<file path="config.mk">
export PLATFORM = sky130hd
export DESIGN_NAME = irqp_regs
export DESIGN_NICKNAME = d
export VERILOG_FILES = /design/src/irqp_pkg.sv /design/src/irqp_regs.sv
export SDC_FILE = /design/constraint.sdc
export NUM_CORES = 1
export LEC_CHECK = 0
export BUFFER_PORTS_ARGS = -buffer_cell sky130_fd_sc_hd__clkbuf_2
export CAP_MARGIN = 20
export CELL_PAD_IN_SITES_DETAIL_PLACEMENT = 0
export CELL_PAD_IN_SITES_GLOBAL_PLACEMENT = 1
export CORE_ASPECT_RATIO = 1.4
export CORE_MARGIN = 5
export CORE_UTILIZATION = 39
export CTS_CLUSTER_DIAMETER = 150
export DETAILED_ROUTE_END_ITERATION = 8
export PLACE_DENSITY = 0.8
export SYNTH_ARGS = -nofsm -noshare
export SYNTH_HDL_FRONTEND = slang
export SYNTH_SLANG_ARGS = --single-unit
</file>
<file path="constraint.sdc">
create_clock -name clk -period 32.2 [get_ports clk]
set_input_delay 4.83 -clock clk [delete_from_list [all_inputs] [get_ports clk]]
set_output_delay 4.83 -clock clk [all_outputs]
set_load 0.05 [all_outputs]
</file>
<file path="src/irqp_pkg.sv">
// Constants and field map for the interrupt priority level register slice
// Overview of operation
// - Field code 00 disables the request; 01, 10, 11 give levels 0, 1, 2.
// - No field code may grant these sources any level above two.
// - Reset clears every priority field, so all covered sources start disabled.
// - Reserved bits 5-4 of register six and 11-10 of eight read zero, ignore writes.
// - Register six: timer D ch1 at 9-8, ch0 at 7-6, decoder 0 index at 3-2.
// - Decoder 0 home and watchdog share one request, priority from register six bits 1-0.
// - Register seven: timer A ch0 at 15-14, timer B ch3..0, timer C ch3..1 to 1-0.
// - Register eight: serial 0 rx full, rx error, tx idle, tx empty; timer A ch3..1.
// - Register nine: PWM A/B fault at 15-12, PWM A/B reload at 11-8.
// - Register nine: ADC A/B zero-limit at 7-4, ADC A/B conversion done at 3-0.
package irqp_pkg;

  // ==========================================================================
  // Register map (index; byte address is four times the index)
  localparam logic [3:0] IRQP_IDX_TIMER_D_DECODER = 4'h6;
  localparam logic [3:0] IRQP_IDX_TIMERS_AB_C = 4'h7;
  localparam logic [3:0] IRQP_IDX_SERIAL0_TIMER_A = 4'h8;
  localparam logic [3:0] IRQP_IDX_PWM_ADC = 4'h9;
  localparam logic [3:0] IRQP_IDX_WINNER_STATUS = 4'ha;
  localparam logic [3:0] IRQP_IDX_PENDING_STATUS = 4'hb;

  localparam int IRQP_NUM_REGS = 4;
  localparam logic [15:0] IRQP_RESET_VALUE = 16'h0000;
  // Bits 15-10 of register six belong to fields outside this slice
  localparam logic [15:0] IRQP_MASK [IRQP_NUM_REGS] = '{16'h03cf, 16'hffff, 16'hf3ff, 16'hffff};

  // Decoder result codes: 0..3 priority slots, then status, then miss
  localparam logic [2:0] IRQP_SEL_WINNER = 3'h4;
  localparam logic [2:0] IRQP_SEL_PENDING = 3'h5;
  localparam logic [2:0] IRQP_SEL_MISS = 3'h7;

  localparam logic [1:0] IRQP_RESP_OKAY = 2'h0;
  localparam logic [1:0] IRQP_RESP_SLVERR = 2'h2;

  // ==========================================================================
  // Priority field encoding
  localparam logic [1:0] IRQP_FIELD_OFF = 2'h0;
  localparam logic [1:0] IRQP_LEVEL_MAX = 2'h2;

  // ==========================================================================
  // Field table, in fixed vector order (lower index wins ties)
  localparam int IRQP_NUM_SRC = 27;
  localparam int IRQP_SRC_W = 5;
  localparam int IRQP_SRC_DEC0_HOME = 3;
  localparam int IRQP_FIELD_REG [IRQP_NUM_SRC] = '{
    0, 0, 0, 0,
    1, 1, 1, 1, 1, 1, 1, 1,
    2, 2, 2, 2, 2, 2, 2,
    3, 3, 3, 3, 3, 3, 3, 3};
  localparam int IRQP_FIELD_LSB [IRQP_NUM_SRC] = '{
    8, 6, 2, 0,
    14, 12, 10, 8, 6, 4, 2, 0,
    14, 12, 8, 6, 4, 2, 0,
    14, 12, 10, 8, 6, 4, 2, 0};

  // Source indices used by checks
  localparam int IRQP_SRC_TIMER_D_CH1 = 0;
  localparam int IRQP_SRC_DEC0_INDEX = 2;
  localparam int IRQP_SRC_TIMER_A_CH0 = 4;
  localparam int IRQP_SRC_TIMER_C_CH1 = 11;
  localparam int IRQP_SRC_SERIAL0_RX_FULL = 12;
  localparam int IRQP_SRC_SERIAL0_TX_IDLE = 14;
  localparam int IRQP_SRC_PWM_A_FAULT = 19;
  localparam int IRQP_SRC_PWM_B_RELOAD = 22;
  localparam int IRQP_SRC_ADC_A_ZERO_LIMIT = 23;
  localparam int IRQP_SRC_ADC_A_CONV_DONE = 25;

endpackage : irqp_pkg

</file>
<file path="src/irqp_regs.sv">
// Interrupt priority level register slice with AXI4-Lite access and arbitration
`timescale 1ns/1ns
`default_nettype none

module irqp_regs
  import irqp_pkg::*;
(
  input wire logic clk,
  input wire logic arst_n,
  // AXI4-Lite slave
  input wire logic [31:0] s_axi_awaddr,
  input wire logic s_axi_awvalid,
  output logic s_axi_awready,
  input wire logic [31:0] s_axi_wdata,
  input wire logic [3:0] s_axi_wstrb,
  input wire logic s_axi_wvalid,
  output logic s_axi_wready,
  output logic [1:0] s_axi_bresp,
  output logic s_axi_bvalid,
  input wire logic s_axi_bready,
  input wire logic [31:0] s_axi_araddr,
  input wire logic s_axi_arvalid,
  output logic s_axi_arready,
  output logic [31:0] s_axi_rdata,
  output logic [1:0] s_axi_rresp,
  output logic s_axi_rvalid,
  input wire logic s_axi_rready,
  // Peripheral requests, same clock, in vector order
  input wire logic [IRQP_NUM_SRC-1:0] irq_req,
  input wire logic watchdog_req,
  // Toward the core
  output logic irq_valid,
  output logic [1:0] irq_level,
  output logic [IRQP_SRC_W-1:0] irq_src
);

  // ==========================================================================
  // Helpers
  function automatic logic [2:0] irqp_decode(input logic [31:0] addr);
    logic [2:0] sel;
    sel = IRQP_SEL_MISS;
    if (addr[31:6] == '0 && addr[1:0] == 2'h0) begin
      case (addr[5:2])
        IRQP_IDX_TIMER_D_DECODER: sel = 3'h0;
        IRQP_IDX_TIMERS_AB_C: sel = 3'h1;
        IRQP_IDX_SERIAL0_TIMER_A: sel = 3'h2;
        IRQP_IDX_PWM_ADC: sel = 3'h3;
        IRQP_IDX_WINNER_STATUS: sel = IRQP_SEL_WINNER;
        IRQP_IDX_PENDING_STATUS: sel = IRQP_SEL_PENDING;
        default: sel = IRQP_SEL_MISS;
      endcase
    end
    return sel;
  endfunction : irqp_decode

  // Field code to level; code 00 has no level and must be gated by irqp_enabled
  function automatic logic [1:0] irqp_level(input logic [1:0] field);
    return field - 2'h1;
  endfunction : irqp_level

  function automatic logic irqp_enabled(input logic [1:0] field);
    return field != IRQP_FIELD_OFF;
  endfunction : irqp_enabled

  // ==========================================================================
  // Write channel
  logic [15:0] prio [IRQP_NUM_REGS];
  logic aw_held;
  logic w_held;
  logic [31:0] aw_addr;
  logic [15:0] w_data;
  logic [1:0] w_strb;

  wire aw_hs = s_axi_awvalid & s_axi_awready;
  wire w_hs = s_axi_wvalid & s_axi_wready;
  // Address and data are taken in either order; commit once both sit here
  wire do_write = aw_held & w_held & ~s_axi_bvalid;
  wire [2:0] wr_sel = irqp_decode(aw_addr);
  wire wr_hit = ~wr_sel[2];
  wire [15:0] wr_bytes = {{8{w_strb[1]}}, {8{w_strb[0]}}};
  wire next_aw_held = (aw_held | aw_hs) & ~do_write;
  wire next_w_held = (w_held | w_hs) & ~do_write;
  wire next_bvalid = do_write | (s_axi_bvalid & ~s_axi_bready);

  always_ff @(posedge clk or negedge arst_n) begin
    if (!arst_n) begin
      aw_held <= 1'b0;
      w_held <= 1'b0;
      s_axi_awready <= 1'b0;
      s_axi_wready <= 1'b0;
      s_axi_bvalid <= 1'b0;
      s_axi_bresp <= IRQP_RESP_OKAY;
    end else begin
      aw_held <= next_aw_held;
      w_held <= next_w_held;
      s_axi_awready <= ~next_aw_held & ~next_bvalid;
      s_axi_wready <= ~next_w_held & ~next_bvalid;
      s_axi_bvalid <= next_bvalid;
      if (do_write) begin
        s_axi_bresp <= (wr_hit || wr_sel == IRQP_SEL_WINNER || wr_sel == IRQP_SEL_PENDING) ?
                       IRQP_RESP_OKAY : IRQP_RESP_SLVERR;
      end
    end
  end

  always_ff @(posedge clk or negedge arst_n) begin
    if (!arst_n) begin
      aw_addr <= '0;
      w_data <= '0;
      w_strb <= '0;
    end else begin
      if (aw_hs) begin
        aw_addr <= s_axi_awaddr;
      end
      if (w_hs) begin
        w_data <= s_axi_wdata[15:0];
        w_strb <= s_axi_wstrb[1:0];
      end
    end
  end

  // ==========================================================================
  // Priority registers
  for (genvar r = 0; r < IRQP_NUM_REGS; r++) begin : g_reg
    wire [15:0] keep = IRQP_MASK[r] & wr_bytes;
    wire sel_me = do_write && wr_sel == 3'(r);
    always_ff @(posedge clk or negedge arst_n) begin
      if (!arst_n) begin
        prio[r] <= IRQP_RESET_VALUE;
      end else if (sel_me) begin
        prio[r] <= (prio[r] & ~keep) | (w_data & keep);
      end
    end
  end

  // ==========================================================================
  // Field extraction and gating
  logic [1:0] field [IRQP_NUM_SRC];
  logic [1:0] lvl [IRQP_NUM_SRC];
  logic [IRQP_NUM_SRC-1:0] pend;
  logic [IRQP_NUM_SRC-1:0] req_all;

  for (genvar s = 0; s < IRQP_NUM_SRC; s++) begin : g_src
    assign field[s] = prio[IRQP_FIELD_REG[s]][IRQP_FIELD_LSB[s] +: 2];
    if (s == IRQP_SRC_DEC0_HOME) begin : g_shared
      assign req_all[s] = irq_req[s] | watchdog_req;
    end else begin : g_plain
      assign req_all[s] = irq_req[s];
    end
    assign lvl[s] = irqp_level(field[s]);
    assign pend[s] = req_all[s] & irqp_enabled(field[s]);
  end

  // ==========================================================================
  // Arbitration
  logic best_ok;
  logic [1:0] best_lvl;
  logic [IRQP_SRC_W-1:0] best_src;

  // Scan downward with >= so the lower vector keeps a tie
  always_comb begin
    best_ok = 1'b0;
    best_lvl = 2'h0;
    best_src = '0;
    for (int i = IRQP_NUM_SRC - 1; i >= 0; i--) begin
      if (pend[i] && (!best_ok || lvl[i] >= best_lvl)) begin
        best_ok = 1'b1;
        best_lvl = lvl[i];
        best_src = IRQP_SRC_W'(i);
      end
    end
  end

  always_ff @(posedge clk or negedge arst_n) begin
    if (!arst_n) begin
      irq_valid <= 1'b0;
      irq_level <= 2'h0;
      irq_src <= '0;
    end else begin
      irq_valid <= best_ok;
      irq_level <= best_lvl;
      irq_src <= best_src;
    end
  end

  // ==========================================================================
  // Read channel
  wire ar_hs = s_axi_arvalid & s_axi_arready;
  wire [2:0] rd_sel = irqp_decode(s_axi_araddr);
  wire next_rvalid = ar_hs | (s_axi_rvalid & ~s_axi_rready);
  wire [31:0] rd_winner = {24'h0, irq_valid, irq_level, irq_src};
  wire [31:0] rd_pending = {{(32 - IRQP_NUM_SRC){1'b0}}, pend};
  wire [31:0] rd_word = (rd_sel == IRQP_SEL_WINNER) ? rd_winner :
                        (rd_sel == IRQP_SEL_PENDING) ? rd_pending :
                        (~rd_sel[2]) ? {16'h0, prio[rd_sel[1:0]]} : 32'h0;
  wire [1:0] rd_resp = (rd_sel == IRQP_SEL_MISS) ? IRQP_RESP_SLVERR : IRQP_RESP_OKAY;

  always_ff @(posedge clk or negedge arst_n) begin
    if (!arst_n) begin
      s_axi_arready <= 1'b0;
      s_axi_rvalid <= 1'b0;
      s_axi_rdata <= '0;
      s_axi_rresp <= IRQP_RESP_OKAY;
    end else begin
      s_axi_arready <= ~next_rvalid;
      s_axi_rvalid <= next_rvalid;
      if (ar_hs) begin
        s_axi_rdata <= rd_word;
        s_axi_rresp <= rd_resp;
      end
    end
  end

  // ==========================================================================
  // Checks
  logic [1:0] field_q [IRQP_NUM_SRC];
  logic [IRQP_NUM_SRC-1:0] pend_q;

  always_ff @(posedge clk or negedge arst_n) begin
    if (!arst_n) begin
      pend_q <= '0;
      for (int i = 0; i < IRQP_NUM_SRC; i++) begin
        field_q[i] <= IRQP_FIELD_OFF;
      end
    end else begin
      pend_q <= pend;
      for (int i = 0; i < IRQP_NUM_SRC; i++) begin
        field_q[i] <= field[i];
      end
    end
  end

  function automatic logic irqp_outranked(input logic [IRQP_SRC_W-1:0] src,
                                          input logic [1:0] level);
    logic hit;
    hit = 1'b0;
    for (int j = 0; j < IRQP_NUM_SRC; j++) begin
      if (pend_q[j] && (irqp_level(field_q[j]) > level ||
          (irqp_level(field_q[j]) == level && j < int'(src)))) begin
        hit = 1'b1;
      end
    end
    return hit;
  endfunction : irqp_outranked

  // Function reads module state, so evaluate it in logic and let the assertion sample the result
  logic winner_outranked;
  always_comb begin
    winner_outranked = irqp_outranked(irq_src, irq_level);
  end

  // ==========================================================================
  // Per-source checks, driven by the field table
  // Covers every field, not only the sampled few above
  for (genvar s = 0; s < IRQP_NUM_SRC; s++) begin : g_src_chk

  end
endmodule : irqp_regs

`default_nettype wire

</file>
* Word-level counts from Yosys, hierarchy flattened *
Cells that the tools add are included.

storage, ports and cells
  register bits after elaboration = 165
  bits of input ports = 135
  output and inout port bits = 49
  logic and storage cells = 372

cells by class
  add/subtract/negate cells = 27
  magnitude comparators = 27
  eq/ne operators = 20
  muxes and demuxes = 93
  bitwise logic cells = 67
  reductions and logical operators = 118

operator list
  kind                                                                   number
  5-bit two-way mux                                                      27
  16-bit bitwise AND                                                     6
  16-bit OR                                                              4
  2-bit two-way mux                                                      29
  27-bit two-way mux                                                     2
  2-bit nonzero test                                                     27
  2-bit by 1-bit subtractor with 2-bit output, second input constant     27
  2-bit greater-or-equal comparator                                      26
  26-bit logical NOT                                                     2
  16-bit two-way mux                                                     3
  1-bit bitwise AND                                                      38
  3-bit one-hot mux with 6 select lines                                  2
  16-bit binary-select mux with 2-bit select                             1
  4-bit equality test, second input constant                             8
  1-bit logical AND                                                      32
  16-bit inverter                                                        2
  1-bit logical OR                                                       28
  1-bit two-way mux                                                      27
  1-bit logical NOT                                                      26
  16-bit by 10-bit bitwise AND with 16-bit output                        1
  4-bit by 3-bit equality test with 1-bit output, second input constant  4
  10-bit inverter with 16-bit output                                     1
  3-bit equality test, second input constant                             5
  1-bit inverter                                                         9
  other kinds (8)                                                        15

* Longest topological paths before layout *
  word-level depth = 107
  depth in mapped cells = 180
  gate-level depth less buffers = 174

* Least setup slack after synthesis *
OpenSTA, ideal clock, no wires.

  kind = input to register
  start = input port irq_req[26]
  end = register irq_src[4]
  library setup time = 0.101 ns
  data arrival time = 34.607 ns
  required time = 32.099 ns
  path slack = -2.509 ns
  cell stages on the path = 175
  buffers on the path = 6
  path through = nand2b_4 buf_6 nand2b_1 inv_1 ha_1 nand2b_1 a211oi_1 o32ai_1 ha_1 nand2b_1 a221oi_2 nor2_1 nor2_1 a21oi_1 ha_1 nand2b_1 a21o_1 o21ai_0 [... 139 more ...] nor2_1 nor3_1 nand3b_1 o211a_1 ha_1 nand2b_1 a21oi_1 a21o_1 clkbuf_1 nor2_1 a21o_1 ha_1 nand2b_1 a21oi_1 a21o_1 nand3_1 or3_1 nor4_1

on the way
  cells in the longest elaborated chain, start to end = 106
  elaborated cells between the ends (all ways) = 184
  classes of those cells = order compare: 26; mux: 79; bitwise: 1; reduce/logical: 78

ends and longest elaborated chain
  item                                                                    line              text
  from (decl)                                                             irqp_regs.sv:29   input wire logic [IRQP_NUM_SRC-1:0] irq_req,
  1-bit bitwise AND (*)                                                   irqp_regs.sv:151  assign pend[s] = req_all[s] & irqp_enabled(field[s]);
  2-bit two-way mux or 1-bit two-way mux (tied branches)                  irqp_regs.sv:166  if (pend[i] && (!best_ok || lvl[i] >= best_lvl)) begin
  2-bit greater-or-equal comparator or 1-bit logical NOT (tied branches)  irqp_regs.sv:166
  1-bit logical OR                                                        irqp_regs.sv:166
  1-bit logical AND                                                       irqp_regs.sv:166
  2-bit two-way mux or 1-bit two-way mux (tied branches)                  irqp_regs.sv:166
  2-bit greater-or-equal comparator or 1-bit logical NOT (tied branches)  irqp_regs.sv:166
  1-bit logical OR                                                        irqp_regs.sv:166
  [... 91 more ...]                                                       -
  1-bit logical OR                                                        irqp_regs.sv:166
  1-bit logical AND                                                       irqp_regs.sv:166
  2-bit two-way mux or 1-bit two-way mux (tied branches)                  irqp_regs.sv:166
  2-bit greater-or-equal comparator or 1-bit logical NOT (tied branches)  irqp_regs.sv:166
  1-bit logical OR                                                        irqp_regs.sv:166
  1-bit logical AND                                                       irqp_regs.sv:166
  5-bit two-way mux (*)                                                   irqp_regs.sv:166
  via best_src[4]                                                         irqp_regs.sv:158  logic [IRQP_SRC_W-1:0] best_src;
  to (signal assigned)                                                    irqp_regs.sv:182  irq_src <= best_src;
  to (decl)                                                               irqp_regs.sv:34   output logic [IRQP_SRC_W-1:0] irq_src

Mark *: on every way through the listed nets, which the timed path passes. The rest lies on a longest branch.
A chain may end at the register's enable or synchronous reset.

* Worst setup path after layout *
Ends and elaborated chain as after synthesis.

==> results.py <==
metrics = {
    "outcome": {
        "status": "complete, but fails checks",
        "failed_checks": "negative setup slack",
    },
    "timing": {
        "layout_setup_ws_ns": -0.210,
        "worst_pin_slew_ns": 1.01,
        "post-route-period-util_pct": 101,
        "final.setup_skew_ns": 0.0109,
        "period_minus_slack_ns": 32.41,
        "max_freq_ghz": 0.0309,
        "grt_setup_unrepaired": "true",
        "hold_viol_final": 0,
        "finalSetupViolCount": 2,
        "slew_violations": 0,
        "maxSlewHeadroom_pct": 31.7,
        "hold_slack_ns": 0.477,
    },
    "critical_path": {
        "end_kind": "register",
        "crit_type": "input pin to register",
        "crit_start": "irq_req[26]",
        "cpMostUsedCell": "nand2b_4",
        "slowest_delay_ns": 0.39,
        "r2r_end": "irq_src[4]",
        "cp_max_fo": 6,
        "r2r_cells": 174,
        "startpoint_type": "input pin",
        "crit_required_ns": 32.53,
        "cp_slowest_cell": "or3_4",
        "crit_path_end": "irq_src[4]",
        "r2r_setup_slack_ns": 3.49,
        "worstPathArrival_ns": 32.74,
    },
    "die": {
        "dieArea_um2": 28400,
        "die_y_um": 198,
        "core_area_um2": 24800,
        "rows": 68,
        "start_util_pct": 39.6,
        "fp.dieW_um": 144,
        "ios": 184,
    },
    "global_route": {
        "grt_max_degree": 81,
        "grt-ovfl-total": 0,
        "grt_usage_pct": 21.7,
        "grt_pass1_wl_mm": 47.9,
        "grt_pass1_vias": 9260,
        "antenna_found_initial": 0,
    },
    "synthesis": {
        "synth_edf_count": 0,
        "yosys_warnings": 0,
        "yosys-top-cells-count": "148 x dfrtp_1, 105 x nand2_1, 94 x mux2_2, 93 x inv_1, 79 x ha_1",
        "yosys-top-cells-area": "dfrtp_1 38%, mux2_2 11%, ha_1 10%, nand2_1 4.0%, inv_1 3.6%",
        "netlist_area_um2": 9800,
        "yosysSeqAreaShare_pct": 37.8,
        "ys.flop_type": "dfrtp_1",
        "yosysMostFrequentCell": "dfrtp_1",
        "ys_ff_latch": 148,
        "netlist.area_leader.share_pct": 37.8,
        "yosysTopAreaCell": "dfrtp_1",
        "syn_area_per_cell_um2": 9.57,
        "async_flop_share_pct": 100,
        "synth_cells": 1024,
        "synth_cell_types": 80,
    },
    "placement": {
        "gp_congestion": 0.921,
        "place_hpwl_mm": 24.0,
        "io_buffers": 158,
        "dpl_cell_area_um2": 12200,
    },
    "clocking": {
        "path_clk_slew_ns": 0.06,
        "cts.sinks": 148,
        "cts_tree": "done",
        "clock_latency_ns": 0.43,
        "clock_path_buffers": 2,
        "cts_buffers": 17,
        "cts_root_buf": "clkbuf_16",
        "h-tree-depth": 4,
    },
    "route": {
        "avgRoutedWirePerCell_um": 18.5,
        "dr_wl_met2_mm": 16.4,
        "drc": 0,
        "ant_nets": 0,
        "wl_met1_mm": 11.9,
        "drtIter0Drc": 383,
        "vias": 8983,
        "vias_per_cell": 5.34,
        "met3_length_mm": 1.47,
        "wl_mm": 31.2,
        "dr.pass1.iters": 5,
        "top_layer_used": "met4",
    },
    "run": {
        "drv.max_cap_violation_count": 0,
    },
    "power_and_ir_drop": {
        "power_frac_comb_pct": 15.9,
        "leakagePower_nw": 6.37,
        "powerDensity_nw_per_um2": 39.1,
        "ir_worst_vdd_mv": 0.0508,
        "p_clk_share_pct": 37.0,
        "p_switching_mw": 0.169,
        "p_sw_share_pct": 30.9,
        "internal-power_mw": 0.377,
        "seqPwrFrac_pct": 47.1,
    },
    "cells_and_area": {
        "final_nets": 1568,
        "design_area_um2": 13900,
        "n_antenna_cell": 0,
        "drive_gt1_share_pct": 47.5,
        "syn2layout_area_growth_pct": 42.2,
    },
    "hold_path": {
        "holdCritPathClass": "register to register",
    },
}
repair_timing:
item,CTS,global route
setup buffers,59,22
resized for setup,39,49
pin swaps,91,80
hold buffers,0,0
setup endpoints to repair,7,7
worst min path at each step:
| stage | start | end | slack (ns) | cells past startpoint |
|---|---|---|---|---|
| 2_1_floorplan | aw_held | s_axi_awready | 0.46 | 1 |
| 3_3_place_gp | s_axi_rdata[19] | s_axi_rdata[19] | 0.46 | 2 |
| 3_5_place_dp | s_axi_rdata[19] | s_axi_rdata[19] | 0.47 | 2 |
| 4_1_cts | s_axi_rdata[19] | s_axi_rdata[19] | 0.48 | 2 |
| 5_1_grt | s_axi_rdata[24] | s_axi_rdata[24] | 0.52 | 2 |
| 6_report | s_axi_rdata[10] | s_axi_rdata[10] | 0.48 | 2 |
placed cells by master (no fill, tap or decap), drive strengths merged, types with 20 or more instances in the layout:
master    n
o21ai    65
ha       79
dfrtp   148
nand2b   51
nor2     55
nor4     20
buf     192
nand2   106
a21oi    55
mux2     95
inv     102
o31ai    20
clkbuf  173
kinds of logic after synthesis:
group                    after synthesis  synth area share (%)
AND/OR/NAND/NOR                      310                  16.1
AO/OA/AOI/OAI                        235                  16.4
flip-flops                           148                  37.8
buffers and inverters                136                  5.63
multiplexers                         114                  13.9
adder cells (fa/ha/maj)               79                  10.1
other                                  1                0.0383
XOR/XNOR                               1                0.0894
worst max-delay path: cells and delay by family:
family                     cells  cell delay (ns)
AOI/OAI and AO/OA             74            11.32
adders and majority gates     25             6.55
and+or+nand+nor               50             6.37
buffers and inverters         21             2.44
muxes                          4             1.22
routing by layer:
metal / track usage [%] / up-vias
met3: 4.46 / 72
met1: 23.9 / 4361
met2: 40.2 / 243
li1: - / 4307
met5: 0 / -
met4: 8.69 / 0
power groups by stage:
stage                     sequential, mW  clock (mW)  combinational [mW]
after CTS                          0.257       0.206              0.0885
final                              0.257       0.202              0.0866
after detailed placement           0.261           0              0.0883
after floorplan                    0.256           0              0.0561
after global placement             0.259           0              0.0852
after global routing               0.263       0.213              0.0959
through the flow:
step           TNS, ns  worst slack (ns)  util, %  cells  power, mW
6_report        -0.312            -0.210     56.3   1682      0.545
5_1_grt          -8.78             -1.58     56.3   1682      0.571
4_1_cts              0            0.0132     54.6   1661      0.552
3_5_place_dp     -5.32             -1.18     49.4   1570      0.349
3_3_place_gp     -3.40            -0.901     49.4   1570      0.344
2_1_floorplan   -0.366            -0.258        -   1030      0.312
final cells by class:
type,instances,area [um2]
Tap cell,315,394
Timing Repair Buffer,348,2270
Multi-Input combinational cell,746,6630
Fill cell,2111,10800
Inverter,93,349
Clock buffer,17,425
Sequential cell,148,3700
Clock inverter,15,164
(Power assumes the default switching activity.)
